<file path="src/shared/lm_pkg.sv">
// package: constants and carriers for the latched 16x16 multiplier
package lm_pkg;
   localparam int LM_OPW = 16;
   localparam int LM_RESW = 32;
   localparam int LM_PRODW = 34;
   localparam int LM_HALF_LO = 15;
   localparam int LM_HALF_HI = 16;
   localparam logic [LM_RESW-1:0] LM_ROUND_ADD = 32'h0000_8000;
   localparam logic [LM_OPW-1:0] LM_FULL_NEG = 16'h8000;
   localparam logic [LM_RESW-1:0] LM_OVF_PATTERN = 32'h8000_0000;
   // apb register byte addresses
   localparam int LM_AW = 8;
   localparam logic [LM_AW-1:0] LM_ADDR_OPND = 8'h00;
   localparam logic [LM_AW-1:0] LM_ADDR_INSTR = 8'h04;
   localparam logic [LM_AW-1:0] LM_ADDR_RESULT = 8'h08;
   localparam logic [LM_AW-1:0] LM_ADDR_FLAGS = 8'h0C;
   // instr register fields
   localparam int LM_B_XM = 0;
   localparam int LM_B_YM = 1;
   localparam int LM_B_RND = 2;
   localparam int LM_B_FA = 3;
   localparam int LM_B_LD = 4;
   localparam int LM_B_SWSRC = 8;
   // flags register fields
   localparam int LM_B_ZERO = 0;
   localparam int LM_B_SIGN = 1;
   localparam int LM_B_OVF = 2;
   localparam int LM_OPND_Y_LSB = 16;
   localparam logic [31:0] LM_RST_WORD = 32'h0000_0000;

   typedef struct packed {
      logic signed_sel;
      logic [LM_OPW-1:0] data;
   } lm_operand_t;

   typedef struct packed {
      logic round_ctl;
      logic shift_bypass;
      logic pass_through_sel;
   } lm_instr_t;

   typedef struct packed {
      logic zero;
      logic sign;
      logic ovf;
   } lm_flags_t;
endpackage
</file>
<file path="src/design/lm_mult.sv">
// design: latched 16x16 multiplier datapath with apb status/control
//
// Operation
// - x latch loads when strobe and x enable low
// - y latch loads when strobe and y enable low
// - sign-mode bit picks twos-complement, stored with data
// - result format follows operands; mixed gives signed
// - instruction latch loads when strobe low, any enable
// - result split into high and low halves
// - round adds one at low half top bit
// - shift bypass high passes array result unshifted
// - shift bypass low shifts left one, zero fill
// - pass-through low multiplies latched operands
// - pass-through high concatenates x over y
// - pass-through signedness from x sign-mode bit
// - no round: zero flag tests whole result
// - round: zero tests bits 31:16 or 31:15
// - zero never set with overflow
// - multiply overflow only signed full-neg squared, shifted
// - sign flag only for negative signed result
// - loaded 8000_0000 signed sets sign and overflow
// - result and flags load on strobe high, enable low
// - each output field has own async drive-off
// - upper field: high half, or low when selected
//
// Implementation choices: the APB slave port and the placing of the registers.
`timescale 1ns/1ps
module lm_mult
   import lm_pkg::*;
(
   // apb
   input wire logic pclk,
   input wire logic presetn,
   input wire logic psel,
   input wire logic penable,
   input wire logic pwrite,
   input wire logic [LM_AW-1:0] paddr,
   input wire logic [31:0] pwdata,
   output logic [31:0] prdata,
   output logic pready,
   output logic pslverr,
   // operand and instruction pins
   input wire logic input_strobe_n,
   input wire logic x_load_en_n,
   input wire logic y_load_en_n,
   input wire logic [LM_OPW-1:0] x_in,
   input wire logic [LM_OPW-1:0] y_in,
   input wire logic x_signed_sel,
   input wire logic y_signed_sel,
   input wire logic round_ctl,
   input wire logic shift_bypass,
   input wire logic pass_through_sel,
   // result latch control
   input wire logic output_strobe,
   input wire logic result_load_en_n,
   // output fields
   input wire logic half_select,
   input wire logic upper_drive_off_n,
   input wire logic lower_drive_off_n,
   output logic [LM_OPW-1:0] upper_out_field,
   output logic upper_out_oe_n,
   output logic [LM_OPW-1:0] lower_out_field,
   output logic lower_out_oe_n,
   // flags
   output logic zero_flag,
   output logic sign_flag,
   output logic overflow_flag
);

   ////////////////////////////////////////////////////////////////////////////
   // software-side operand and instruction registers

   logic [31:0] opnd_reg_ff;
   logic [31:0] instr_reg_ff;
   logic [31:0] prdata_ff;
   logic pready_ff;
   logic pslverr_ff;

   wire apb_setup = psel & ~penable;
   wire apb_done = psel & penable & pready_ff;
   wire hit_opnd = (paddr == LM_ADDR_OPND);
   wire hit_instr = (paddr == LM_ADDR_INSTR);
   wire hit_result = (paddr == LM_ADDR_RESULT);
   wire hit_flags = (paddr == LM_ADDR_FLAGS);
   wire hit_any = hit_opnd | hit_instr | hit_result | hit_flags;
   wire wr_opnd = apb_done & pwrite & hit_opnd;
   wire wr_instr = apb_done & pwrite & hit_instr;
   wire sw_src = instr_reg_ff[LM_B_SWSRC];

   ////////////////////////////////////////////////////////////////////////////
   // latch input selection: pins, or software registers when sw_src set

   lm_operand_t x_src;
   lm_operand_t y_src;
   lm_instr_t i_src;

   assign x_src.signed_sel = sw_src ? instr_reg_ff[LM_B_XM] : x_signed_sel;
   assign x_src.data = sw_src ? opnd_reg_ff[LM_OPW-1:0] : x_in;
   assign y_src.signed_sel = sw_src ? instr_reg_ff[LM_B_YM] : y_signed_sel;
   assign y_src.data = sw_src ? opnd_reg_ff[LM_OPND_Y_LSB +: LM_OPW] : y_in;
   assign i_src.round_ctl = sw_src ? instr_reg_ff[LM_B_RND] : round_ctl;
   assign i_src.shift_bypass = sw_src ? instr_reg_ff[LM_B_FA] : shift_bypass;
   assign i_src.pass_through_sel = sw_src ? instr_reg_ff[LM_B_LD] : pass_through_sel;

   ////////////////////////////////////////////////////////////////////////////
   // input and instruction latches, one clocked load per transparent cycle

   lm_operand_t x_ff;
   lm_operand_t y_ff;
   lm_instr_t instr_ff;

   wire x_open = ~input_strobe_n & ~x_load_en_n;
   wire y_open = ~input_strobe_n & ~y_load_en_n;
   wire i_open = ~input_strobe_n & (~x_load_en_n | ~y_load_en_n);

   always_ff @(posedge pclk or negedge presetn) begin
      if (!presetn) begin
         x_ff <= '0;
         y_ff <= '0;
         instr_ff <= '0;
      end else begin
         // sign-mode travels with its operand data
         if (x_open) begin
            x_ff <= x_src;
         end
         if (y_open) begin
            y_ff <= y_src;
         end
         if (i_open) begin
            instr_ff <= i_src;
         end
      end
   end

   ////////////////////////////////////////////////////////////////////////////
   // array: multiply or pass-through

   // one extra top bit per operand makes unsigned and signed share one multiplier
   wire signed [LM_OPW:0] x_ext = {x_ff.signed_sel & x_ff.data[LM_OPW-1], x_ff.data};
   wire signed [LM_OPW:0] y_ext = {y_ff.signed_sel & y_ff.data[LM_OPW-1], y_ff.data};
   wire signed [LM_PRODW-1:0] prod = x_ext * y_ext;
   wire [LM_RESW-1:0] z_res = instr_ff.pass_through_sel ? {x_ff.data, y_ff.data}
                                                        : prod[LM_RESW-1:0];
   // mixed formats come out signed; pass-through takes x's mode alone
   wire z_signed = instr_ff.pass_through_sel ? x_ff.signed_sel
                                             : (x_ff.signed_sel | y_ff.signed_sel);

   ////////////////////////////////////////////////////////////////////////////
   // format adjust and round

   wire [LM_RESW-1:0] z_adj = instr_ff.shift_bypass ? z_res : {z_res[LM_RESW-2:0], 1'b0};
   wire [LM_RESW-1:0] w_next = instr_ff.round_ctl ? (z_adj + LM_ROUND_ADD) : z_adj;

   ////////////////////////////////////////////////////////////////////////////
   // flags from the intermediate result

   wire ovf_mult = ~instr_ff.pass_through_sel & x_ff.signed_sel & y_ff.signed_sel &
                   (x_ff.data == LM_FULL_NEG) & (y_ff.data == LM_FULL_NEG) &
                   ~instr_ff.shift_bypass;
   wire ovf_load = instr_ff.pass_through_sel & x_ff.signed_sel & (z_res == LM_OVF_PATTERN);
   wire ovf_next = ovf_mult | ovf_load;
   wire zero_full = (z_res == '0);
   wire zero_hi16 = (z_res[LM_RESW-1:LM_HALF_HI] == '0);
   wire zero_hi17 = (z_res[LM_RESW-1:LM_HALF_LO] == '0);
   wire zero_rnd = instr_ff.shift_bypass ? zero_hi16 : zero_hi17;
   wire zero_next = (instr_ff.round_ctl ? zero_rnd : zero_full) & ~ovf_next;
   wire sign_next = z_signed & z_res[LM_RESW-1];

   lm_flags_t flags_next;
   assign flags_next.zero = zero_next;
   assign flags_next.sign = sign_next;
   assign flags_next.ovf = ovf_next;

   ////////////////////////////////////////////////////////////////////////////
   // result and flag latch

   logic [LM_RESW-1:0] w_ff;
   lm_flags_t flags_ff;
   wire w_open = output_strobe & ~result_load_en_n;

   always_ff @(posedge pclk or negedge presetn) begin
      if (!presetn) begin
         w_ff <= '0;
         flags_ff <= '0;
      end else if (w_open) begin
         w_ff <= w_next;
         flags_ff <= flags_next;
      end
   end

   ////////////////////////////////////////////////////////////////////////////
   // output fields

   wire [LM_OPW-1:0] high_half = w_ff[LM_RESW-1:LM_HALF_HI];
   wire [LM_OPW-1:0] low_half = w_ff[LM_OPW-1:0];

   // mux and drive-off act without the clock, so they sit after the flops
   assign upper_out_field = half_select ? low_half : high_half;
   assign lower_out_field = low_half;
   assign upper_out_oe_n = upper_drive_off_n;
   assign lower_out_oe_n = lower_drive_off_n;
   assign zero_flag = flags_ff.zero;
   assign sign_flag = flags_ff.sign;
   assign overflow_flag = flags_ff.ovf;

   ////////////////////////////////////////////////////////////////////////////
   // apb slave: read data captured in setup, answer in first access cycle

   wire [31:0] instr_rd = {instr_reg_ff[31:LM_B_SWSRC], 3'h0,
                           instr_ff.pass_through_sel, instr_ff.shift_bypass,
                           instr_ff.round_ctl, y_ff.signed_sel, x_ff.signed_sel};
   wire [31:0] flags_rd = {29'h0, flags_ff.ovf, flags_ff.sign, flags_ff.zero};
   wire [31:0] opnd_rd = {y_ff.data, x_ff.data};
   wire [31:0] rd_mux = hit_opnd ? opnd_rd :
                        hit_instr ? instr_rd :
                        hit_result ? w_ff :
                        hit_flags ? flags_rd : LM_RST_WORD;
   wire [31:0] nxt_instr_reg = {23'h0, pwdata[LM_B_SWSRC], 3'h0, pwdata[LM_B_LD:LM_B_XM]};

   always_ff @(posedge pclk or negedge presetn) begin
      if (!presetn) begin
         pready_ff <= 1'b0;
         pslverr_ff <= 1'b0;
         prdata_ff <= LM_RST_WORD;
      end else begin
         pready_ff <= apb_setup;
         pslverr_ff <= apb_setup & ~hit_any;
         if (apb_setup) begin
            prdata_ff <= pwrite ? LM_RST_WORD : rd_mux;
         end
      end
   end

   always_ff @(posedge pclk or negedge presetn) begin
      if (!presetn) begin
         opnd_reg_ff <= LM_RST_WORD;
         instr_reg_ff <= LM_RST_WORD;
      end else begin
         if (wr_opnd) begin
            opnd_reg_ff <= pwdata;
         end
         if (wr_instr) begin
            instr_reg_ff <= nxt_instr_reg;
         end
      end
   end

   assign prdata = prdata_ff;
   assign pready = pready_ff;
   assign pslverr = pslverr_ff;

   ////////////////////////////////////////////////////////////////////////////
   // checks

   x_latch_load_a: assert property (
      @(posedge pclk) disable iff (!presetn)
      x_open |=> (x_ff == $past(x_src)))
      else $error("x latch did not load when open");

   x_latch_hold_a: assert property (
      @(posedge pclk) disable iff (!presetn)
      !x_open |=> $stable(x_ff))
      else $error("x latch changed while closed");

   y_latch_hold_a: assert property (
      @(posedge pclk) disable iff (!presetn)
      !y_open |=> $stable(y_ff))
      else $error("y latch changed while closed");

   instr_latch_hold_a: assert property (
      @(posedge pclk) disable iff (!presetn)
      (input_strobe_n || (x_load_en_n && y_load_en_n)) |=> $stable(instr_ff))
      else $error("instruction latch changed while closed");

   result_hold_a: assert property (
      @(posedge pclk) disable iff (!presetn)
      !w_open |=> ($stable(w_ff) && $stable(flags_ff)))
      else $error("result latch changed while closed");

   mult_unshifted_a: assert property (
      @(posedge pclk) disable iff (!presetn)
      (w_open && !instr_ff.pass_through_sel && instr_ff.shift_bypass && !instr_ff.round_ctl)
      |=> (w_ff == $past(prod[LM_RESW-1:0])))
      else $error("unshifted product not latched");

   pass_concat_a: assert property (
      @(posedge pclk) disable iff (!presetn)
      (w_open && instr_ff.pass_through_sel && !instr_ff.shift_bypass && !instr_ff.round_ctl)
      |=> (w_ff == {$past(x_ff.data[LM_OPW-2:0]), $past(y_ff.data), 1'b0}))
      else $error("pass-through shift wrong");

   round_add_a: assert property (
      @(posedge pclk) disable iff (!presetn)
      (w_open && instr_ff.round_ctl) |=> (w_ff == $past(z_adj) + LM_ROUND_ADD))
      else $error("rounding add wrong");

   zero_ovf_excl_a: assert property (
      @(posedge pclk) disable iff (!presetn)
      !(zero_flag && overflow_flag))
      else $error("zero with overflow");

   ovf_cause_a: assert property (
      @(posedge pclk) disable iff (!presetn)
      (w_open && !instr_ff.pass_through_sel) |=> (overflow_flag == $past(x_ff.signed_sel && y_ff.signed_sel &&
         (x_ff.data == LM_FULL_NEG) && (y_ff.data == LM_FULL_NEG) && !instr_ff.shift_bypass)))
      else $error("overflow flag wrong");

   sign_cause_a: assert property (
      @(posedge pclk) disable iff (!presetn)
      w_open |=> (sign_flag == $past(z_res[LM_RESW-1] &&
         (instr_ff.pass_through_sel ? x_ff.signed_sel : (x_ff.signed_sel || y_ff.signed_sel)))))
      else $error("sign flag wrong");

   zero_full_a: assert property (
      @(posedge pclk) disable iff (!presetn)
      (w_open && !instr_ff.round_ctl && !ovf_next) |=> (zero_flag == ($past(z_res) == '0)))
      else $error("zero flag wrong without round");

   upper_mux_a: assert property (
      @(posedge pclk) disable iff (!presetn)
      upper_out_field == (half_select ? w_ff[LM_OPW-1:0] : w_ff[LM_RESW-1:LM_HALF_HI]))
      else $error("upper field mux wrong");

   apb_answer_a: assert property (
      @(posedge pclk) disable iff (!presetn)
      apb_setup |=> pready ##1 !pready)
      else $error("apb answer timing wrong");

   y_latch_load_a: assert property (
      @(posedge pclk) disable iff (!presetn)
      y_open |=> (y_ff == $past(y_src)))
      else $error("y latch did not load when open");

   instr_latch_load_a: assert property (
      @(posedge pclk) disable iff (!presetn)
      i_open |=> (instr_ff == $past(i_src)))
      else $error("instruction latch did not load when open");

   shift_fill_a: assert property (
      @(posedge pclk) disable iff (!presetn)
      (w_open && !instr_ff.shift_bypass && !instr_ff.round_ctl) |=>
         (w_ff == {$past(z_res[LM_RESW-2:0]), 1'b0}))
      else $error("format shift wrong");

   zero_round_a: assert property (
      @(posedge pclk) disable iff (!presetn)
      (w_open && instr_ff.round_ctl && !ovf_next) |=> (zero_flag == ($past(instr_ff.shift_bypass) ?
         ($past(z_res[LM_RESW-1:LM_HALF_HI]) == '0) : ($past(z_res[LM_RESW-1:LM_HALF_LO]) == '0))))
      else $error("zero flag wrong with round");

   mixed_sign_a: assert property (
      @(posedge pclk) disable iff (!presetn)
      (w_open && !instr_ff.pass_through_sel && (x_ff.signed_sel != y_ff.signed_sel)) |=>
         (sign_flag == $past((x_ff.signed_sel ? x_ff.data[LM_OPW-1] : y_ff.data[LM_OPW-1]) &&
         (x_ff.data != '0) && (y_ff.data != '0))))
      else $error("mixed format result not signed");

   load_ovf_a: assert property (
      @(posedge pclk) disable iff (!presetn)
      (w_open && instr_ff.pass_through_sel && x_ff.signed_sel && (z_res == LM_OVF_PATTERN)) |=>
         (overflow_flag && sign_flag))
      else $error("loaded overflow pattern not flagged");

   lower_field_a: assert property (
      @(posedge pclk) disable iff (!presetn)
      lower_out_field == w_ff[LM_OPW-1:0])
      else $error("lower field not low half");

   drive_off_a: assert property (
      @(posedge pclk) disable iff (!presetn)
      (upper_out_oe_n == upper_drive_off_n) && (lower_out_oe_n == lower_drive_off_n))
      else $error("drive-off not passed to field");

   apb_error_a: assert property (
      @(posedge pclk) disable iff (!presetn)
      (apb_setup && !hit_any) |=> (pready && pslverr))
      else $error("unmapped address not refused");

   sw_source_a: assert property (
      @(posedge pclk) disable iff (!presetn)
      (x_open && sw_src) |=> (x_ff == {$past(instr_reg_ff[LM_B_XM]), $past(opnd_reg_ff[LM_OPW-1:0])}))
      else $error("x latch ignored software source");

endmodule

</file>
<file path="config.mk">
export PLATFORM = sky130hd
export DESIGN_NAME = lm_mult
export DESIGN_NICKNAME = d
export VERILOG_FILES = /design/src/shared/lm_pkg.sv /design/src/design/lm_mult.sv
export SDC_FILE = /design/constraint.sdc
export NUM_CORES = 1
export LEC_CHECK = 0
export BUFFER_PORTS_ARGS = -buffer_cell sky130_fd_sc_hd__buf_2
export CORE_MARGIN = 8
export CORE_UTILIZATION = 60
export CTS_CLUSTER_DIAMETER = 80
export CTS_CLUSTER_SIZE = 20
export DETAILED_ROUTE_END_ITERATION = 7
export PLACE_DENSITY = 0.84
export SLEW_MARGIN = 20
export SYNTH_ARGS = -nofsm -noshare
export SYNTH_HDL_FRONTEND = slang
export SYNTH_SLANG_ARGS = --single-unit
</file>
<file path="constraint.sdc">
create_clock -name pclk -period 21.6 [get_ports pclk]
set_input_delay 4.32 -clock pclk [delete_from_list [all_inputs] [get_ports pclk]]
set_output_delay 4.32 -clock pclk [all_outputs]
set_load 0.01 [all_outputs]
</file>
==> results.toml, run 1 <==
[run_status]
status = "complete, no violations"

[sta]
max_freq_ghz = 0.105
setup-violations-final = 0
worstMarginPinSlew_ns = 1.16
min_period_ns = 9.52
rsz0062_at_grt = "no"
skew_ns = 0.0146
period_share = 0.441
slew_viol_final = 0
worst_hold_slack_ns = 0.465
hold_viol_final = 0
fin_setup_tns_ns = 0
slew_headroom = 0.230

[clock_tree]
clk_pin_slew_ns = 0.06
htreeDepth = 4
cts_tree = "built"
cts_buffer_depth = 2
cts_root_buffer = "clkbuf_16"
cts_setup_buffers = 0
clk_latency_ns = 0.44
holdBufCountCts = 0
ctsResizeCount = 0
cts_sinks = 144
cts_buffers = 17

[yosys]
yosysWarnings = 0
synth_flop_cell = "dfrtp_1"
syn_avg_cell_area_um2 = 9.13
synth-seq-cells = 144
synth_nets = 2544
synth_edf_count = 0
ys_types = 102
synth_top_cell_area_share = 0.296
ys_seq_area_frac = 0.189
ys_top_cells_by_area = "fa_1 (30%), dfrtp_1 (19%), inv_1 (6.3%)"
synth.cell_area_um2 = 19100
synth_largest_area_cell = "fa_1"
synthArstFlopShare = 1.00
synth_cells = 2089

[detailed_routing]
postRouteAntennaNets = 0
wl_mm = 55.9
vias_per_cell = 6.11
drc_errors = 0
wl_per_cell_um = 21.9
via_count = 15600
dr.pass1.iters = 8
drt_iter0_markers = 1359

[setup_path]
cp.buffers_inverters = 2
cp-startpoint = "half_select"
r2r-start = "instr_rd[0]"
cp_common_cell = "buf_2"
cp.arrival_ns = 5.20
critPathSlowestCell = "mux2_2"
crit_chain = "buf_2 -> mux2_2 -> buf_2"
critPathLaunchType = "input port"
rrSetupSlack_ns = 12.77
critPathMaxFanout = 16
cp.required_ns = 17.28
path_delay_family = "buffers and inverters"
endpoint_kind = "output pin"
critical_path_class = "in2out"
critPathMaxStageDelay_ns = 0.39

[layout]
areaGrowthSynthToFinish_pct = 6.97
multi_input_area_um2 = 13500
post-route-util = 0.650
final_cells = 2553
seqCellArea_um2 = 3610
layout-drive-gt1-share = 0.152
finalNetCount = 2591
fill_cells = 2449

[hold_path]
hold_path.class = "reg2reg"
min_from = "prdata[2]"

[placed_design]
port_buffers = 156
dp_hpwl_mm = 42.0
dpl.cell_count = 2519
globalplace.congestion = 0.941

[die]
die_area_um2 = 37700
rows = 65
fp.dieH_um = 194
die-width_um = 194
ios = 161
start_util = 0.607
core_um2 = 31400

[run]
cap_viol_max_count = 0

[global_route]
first_global_vias = 16600
grt_usage = 0.299
grt_max_degree = 80
antenna_found_initial = 0
gr-total-overflow = 0
grt_pass1_wl_mm = 89.3
-- area by class of cell --
type,count,area share
antenna,2,0.000245
timing repair buffer,184,0.0489
clock inverter,11,0.00522
multi-input combinational,1466,0.663
sequential,144,0.177
clock buffer,21,0.0221
tap,402,0.0247
inverter,323,0.0595
-- per-stage QoR --
step,instance area [um^2],setup slack [ns]
after global placement,19800,12.13
after global routing,20400,12.06
after floorplan,19100,11.96
after detailed placement,19800,12.09
final,20400,12.08
after CTS,20400,12.08
-- layout by cell type, fill, tap and decap left out, types with 28 or more instances in the layout --
cell / n
mux2_2: 55
buf_2: 155
fa_1: 282
and2_1: 128
mux2i_1: 55
a21oi_1: 50
dfrtp_1: 142
nor2_1: 73
buf_4: 28
inv_1: 321
nand2_1: 295
o21ai_0: 115
ha_1: 83
-- worst min-delay path, stage by stage, from the launching register on --
cell     delay [ns]
dfrtp_1        0.33
nand2_1        0.05
nand2_1        0.05
-- metal layers --
layer,global-route usage,share of wire,vias up
met5,0,0,-
met1,0.372,0.38,7739
met2,0.491,0.47,885
met4,0.135,0.050,0
li1,-,-,6745
met3,0.0694,0.10,233
-- sequential cells by signal (all words and copies together), names as in the netlist --
| register | flops |
|---|---|
| opnd_rd | 32 |
| instr_rd | 2 |
| pslverr | 1 |
| sign_flag | 1 |
| overflow_flag | 1 |
| instr_reg_ff | 6 |
| prdata | 32 |
| w_ff | 32 |
| opnd_reg_ff | 32 |
| zero_flag | 1 |
| pready | 1 |
| instr_ff | 3 |
-- synthesized netlist by cell type (9+ instances only) --
cell      instances
a21o_1           14
buf_4            24
dfrtp_1         144
nor2_1           74
a21oi_1          50
fa_1            282
xnor2_1          27
xor2_1            9
nor4_1           14
and2_1          128
nand2_1         295
mux2i_1          55
inv_1           321
a22oi_1          26
nor3_1           16
o21ai_0         115
ha_1             83
nor2b_1           9
clkbuf_1        112
and3_1           13
nand4_1          11
o211ai_1         11
mux2_2           55
or2_2            10
nand3_1          19
-- final timing paths --
kind | endpoint | cells after the start
max in group asynchronous | instr_reg_ff[8] | 2
hold / removal | prdata[2] | 2
min in group asynchronous | prdata[5] | 1
setup / recovery | upper_out_field[3] | 3
hold reg to reg | prdata[2] | 2
setup reg to reg | w_ff[31] | 23
-- logic make-up (layout without fill, tap and decap cells) --
| logic type | after synthesis | count (layout) | synth area share |
|---|---|---|---|
| DFF | 144 | 144 | 0.189 |
| other | 0 | 2 | 0 |
| AOI/OAI and AO/OA | 311 | 311 | 0.110 |
| muxes | 110 | 110 | 0.0614 |
| buffers and inverters | 479 | 539 | 0.103 |
| xor gates and xnor gates | 36 | 36 | 0.0165 |
| and+or+nand+nor | 644 | 644 | 0.169 |
| adders and majority gates | 365 | 365 | 0.351 |
Power of run 1 is left out: the tool's default activity adds up to more than one toggle a clock period on the data nets, which glitch-free logic cannot reach.
==> inputs of run 2 (changes only) <==
Settings changed: CORE_UTILIZATION 60 to 57.
Clock period 21.6 ns to 7.85 ns, I/O delays scaled along.
==> run 2 against run 1 <==
First-iteration DRC count rose by 12%; non-clock buffer count rose by 39; global-route usage fell by 0.26 points; flip-flop and latch count did not move; register-to-register slack got worse by 13 ns; core utilization fell by 2.1 points; hold slack improved by 0.0013 ns; die area rose by 4.8%; setup slack got worse by 12 ns; critical path type is now reg2reg; critical path depth rose by 17; via count rose by 1.0%; clock skew fell by 0.0033 ns.
==> results.toml, run 2 (synthesis gave the netlist of run 1 again) <==
[setup_path]
cp.arrival_ns = 7.98
cp.required_ns = 8.19
critPathMaxFanout = 14
rrSetupSlack_ns = 0.21
critPathLaunchType = "register"
critical_path_class = "reg2reg"
endpoint_kind = "register"

[run_status]
status = "complete, no violations"

[clock_tree]
cts_sinks = 144
cts_buffer_depth = 2
cts_root_buffer = "clkbuf_16"
cts_tree = "built"
htreeDepth = 4
holdBufCountCts = 0
clk_pin_slew_ns = 0.07
cts_setup_buffers = 0
clk_latency_ns = 0.44
cts_buffers = 17

[detailed_routing]
drc_errors = 0
drt_iter0_markers = 1528
wl_per_cell_um = 22.0
wl_mm = 57.9
dr.pass1.iters = 6
vias_per_cell = 5.98
postRouteAntennaNets = 0
via_count = 15800

[placed_design]
port_buffers = 156
dp_hpwl_mm = 45.4
globalplace.congestion = 0.963

[sta]
min_period_ns = 7.64
setup-violations-final = 0
slew_headroom = 0.254
hold_viol_final = 0
max_freq_ghz = 0.131
worstMarginPinSlew_ns = 1.12
slew_viol_final = 0
skew_ns = 0.0113
period_share = 0.973

[layout]
multi_input_area_um2 = 13500
seqCellArea_um2 = 3620
post-route-util = 0.629
fill_cells = 2578
layout-drive-gt1-share = 0.176
finalNetCount = 2630
layout_commonest_cell = "inv_1"
n_antenna_cell = 0
final_cell_mix = "inv_1 (321), nand2_1 (295), fa_1 (282), buf_2 (155), dfrtp_1 (131)"
areaGrowthSynthToFinish_pct = 9.50

[die]
fp.dieH_um = 199
start_util = 0.574
rows = 67
die-width_um = 199
die_area_um2 = 39600
ios = 161
core_um2 = 33200

[global_route]
grt_usage = 0.296
gr-total-overflow = 0
grt_pass1_wl_mm = 90.6
first_global_vias = 16600
grt_max_degree = 76
antenna_found_initial = 1

[hold_path]
hold_path.class = "reg2reg"

[run]
cap_viol_max_count = 0
-- run 2: layout make-up --
cell class                      count  area share
Sequential cell                   144       0.173
Timing Repair Buffer              223      0.0624
Clock buffer                       18      0.0210
Inverter                          323      0.0581
Clock inverter                     14     0.00917
Tap cell                          448      0.0269
Multi-Input combinational cell   1466       0.649
-- run 2: metrics by stage --
step	hold WS, ns	instance area, um^2	TNS, ns	instances	setup WS, ns
2_1_floorplan	0.467	19100	0	2089	0.428
3_3_place_gp	0.450	20200	0	2604	0.237
3_5_place_dp	0.453	20200	0	2604	0.0799
4_1_cts	0.469	20800	0	2636	0.0773
5_1_grt	0.488	20900	-0.00611	2636	-0.00611
6_report	0.467	20900	0	2636	0.213
-- run 2: critical path, stage by stage (launching register included) --
cell and delay [ns]:
dfrtp_1 0.78, nand2_1 0.19, fa_1 0.56, inv_1 0.06, fa_1 0.55, fa_1 0.44, fa_1 0.46, fa_1 0.49
inv_1 0.05, fa_1 0.47, inv_1 0.04, ha_1 0.40, a21oi_1 0.45, o21ai_0 0.23, a221oi_2 0.47, a211oi_1 0.18
or4b_1 0.52, and3_1 0.28, or3_4 0.43, and3_4 0.18, o41ai_2 0.29
-- run 2: routing by layer --
| metal | track usage | up-vias | wire length, um |
|---|---|---|---|
| met3 | 0.0656 | 228 | 4870 |
| met4 | 0.165 | 0 | 3670 |
| met1 | 0.364 | 7881 | 21700 |
| met2 | 0.480 | 838 | 27600 |
| met5 | 0 | - | 0 |
| li1 | - | 6811 | - |
-- run 2: repair_timing --
| action | 4_1_cts | 5_1_grt |
|---|---|---|
| resized for setup | 0 | 20 |
| endpoints found under the hold margin | 0 | 0 |
| endpoints found under the setup margin | 0 | 6 |
-- run 2: path summary, 6_finish.rpt --
kind | from | endpoint | depth (start not counted)
worst max-delay path | opnd_rd[27] | w_ff[31] | 20
worst min-delay path | prdata[0] | prdata[0] | 2
worst min register to register | prdata[0] | prdata[0] | 2
max in group asynchronous | presetn | opnd_rd[22] | 2
min in group asynchronous | presetn | prdata[30] | 1
worst max register to register | opnd_rd[27] | w_ff[31] | 20
Power of run 2 is left out for the same reason.
==> inputs of run 3 (changes only) <==
Settings changed: ABC_AREA set to 1, GPL_ROUTABILITY_DRIVEN set to 0.
==> run 3 against run 2 <==
Setup slack improved by 0.049 ns; critical path type unchanged; non-clock buffer count decreased by 31; sequential share of layout area down 0.22 points; synthesized area is 1.9% higher; via count increased by 14%; critical path depth grew 10; register-to-register slack better by 0.05 ns; first-iteration DRC count up 36%; flip-flop and latch count unchanged; synthesized cell count up 23%; clock skew increased by 0.0039 ns; hold slack better by 0.029 ns.
==> results.toml, run 3 <==
[sta]
fin_setup_tns_ns = 0
slew_headroom = 0.290
hold_viol_final = 0
period_share = 0.967
worstMarginPinSlew_ns = 1.06
skew_ns = 0.0152
rsz0062_at_grt = "no"
fin_ws_ns = 0.261
slew_viol_final = 0
min_period_ns = 7.59
max_freq_ghz = 0.132
setup-violations-final = 0

[yosys]
synthArstFlopShare = 1.00
ys_seq_area_frac = 0.186
synth_cells = 2571
synth.most_common_cell = "nand2_1"
syn_avg_cell_area_um2 = 7.55
synth_top_cell_area_share = 0.291
synth.cell_area_um2 = 19400
ys_types = 46
synth_edf_count = 0
yosysWarnings = 0
synth_nets = 3026
ys_top_cells_by_count = "nand2_1 (667), inv_1 (643), fa_1 (282)"
synth-seq-cells = 144
synth_flop_cell = "dfrtp_1"
synth_largest_area_cell = "fa_1"
ys_top_cells_by_area = "fa_1 (29%), dfrtp_1 (19%), nand2_1 (13%)"

[layout]
fill_cells = 2816
layout_commonest_cell = "nand2_1"
layout-drive-gt1-share = 0.121
final_cell_mix = "nand2_1 (667), inv_1 (642), fa_1 (282), buf_2 (155), dfrtp_1 (142)"
areaGrowthSynthToFinish_pct = 8.47
post-route-util = 0.628
n_antenna_cell = 0
final_cells = 3111
finalNetCount = 3105

[detailed_routing]
via_count = 18000
drc_errors = 0
dr.pass1.iters = 7
vias_per_cell = 5.79
wl_per_cell_um = 19.5
wl_mm = 60.8
drt_iter0_markers = 2071
postRouteAntennaNets = 0

[clock_tree]
cts_buffers = 17
cts_tree = "built"
holdBufCountCts = 0
cts_setup_buffers = 0
cts_root_buffer = "clkbuf_16"
clk_pin_slew_ns = 0.07
cts_buffer_depth = 2
htreeDepth = 4
clk_latency_ns = 0.43
cts_sinks = 144

[setup_path]
critPathMaxFanout = 11
reg2regPathDepth = 30
critPathMaxStageDelay_ns = 0.82
critPathCapture = "w_ff[31]"
path_delay_family = "adder cells"
cp.required_ns = 8.17
r2r-start = "opnd_rd[20]"
r2r-end = "w_ff[31]"
rrSetupSlack_ns = 0.26
critPathSlowestCell = "fa_1"
cp-startpoint = "opnd_rd[20]"
endpoint_kind = "register"
cp.buffers_inverters = 3
critical_path_class = "reg2reg"
critPathLaunchType = "register"
cp_common_cell = "nand2_1"
cp.arrival_ns = 7.91
cp.depth = 30

[die]
die-width_um = 201
fp.dieH_um = 201
core_um2 = 33500
start_util = 0.579
die_area_um2 = 40200
ios = 161
rows = 67

[global_route]
first_global_vias = 18700
grt_max_degree = 84
grt_pass1_wl_mm = 97.4
grt_usage = 0.301
gr-total-overflow = 0
antenna_found_initial = 0

[placed_design]
dp_hpwl_mm = 47.7
dpl.cell_count = 3079
port_buffers = 156
pre_cts_slack_ns = 0.302

[hold_path]
hold_path.class = "reg2reg"

[run_status]
status = "complete, no violations"

[run]
cap_viol_max_count = 0
run 3: worst min-delay path by stage:
stage                    start         endpoint  slack (ns)  cells after the start
3_3_place_gp   instr_reg_ff[2]  instr_reg_ff[2]        0.47                      2
5_1_grt               w_ff[30]         w_ff[30]        0.51                      2
2_1_floorplan         w_ff[29]         w_ff[29]        0.45                      2
3_5_place_dp   instr_reg_ff[2]  instr_reg_ff[2]        0.47                      2
4_1_cts               w_ff[30]         w_ff[30]        0.50                      2
6_report              w_ff[21]         w_ff[21]        0.50                      2
run 3: logic make-up after synthesis:
| family | share of synthesized area |
|---|---|
| compound gates | 0.0800 |
| xor+xnor | 0.00541 |
| fa+ha+maj | 0.344 |
| buf+inv | 0.157 |
| flops | 0.186 |
| mux | 0.0151 |
| simple gates | 0.213 |
run 3: cell type report:
type / instances / area [um^2] / share of cell area
Inverter: 655 / 2460 / 0.117
Multi-Input combinational cell: 1640 / 12800 / 0.607
Clock buffer: 18 / 439 / 0.0209
Clock inverter: 14 / 145 / 0.00689
Sequential cell: 144 / 3610 / 0.171
Timing Repair Buffer: 192 / 1060 / 0.0504
Tap cell: 448 / 561 / 0.0266
run 3: repair_timing:
item                                    in CTS  in global routing
gates resized for setup                      0                  4
endpoints found under the setup margin       0                 12
endpoints found under the hold margin        0                  0
run 3: through the flow:
stage               cell area [um^2]  hold slack, ns
floorplan                      19400           0.449
global placement               20500           0.466
detailed placement             20500           0.474
CTS                            21000           0.501
global route                   21100           0.509
finish                         21100           0.496
run 3: worst register-to-register path: cells and delay by family (launching register included):
family / cells / cell delay, ns
fa+ha+maj: 7 / 3.85
buf+inv: 3 / 0.80
flops: 1 / 0.65
simple gates: 20 / 2.18
run 3: layer usage:
metal | share of wire | global-route usage | wire (um) | vias to the layer above
li1 | - | - | - | 7811
met5 | 0 | 0 | 0 | -
met1 | 0.35 | 0.369 | 21300 | 8569
met3 | 0.13 | 0.0789 | 8010 | 309
met2 | 0.46 | 0.486 | 27800 | 1319
met4 | 0.060 | 0.157 | 3650 | 0
Power of run 3 is left out for the same reason.
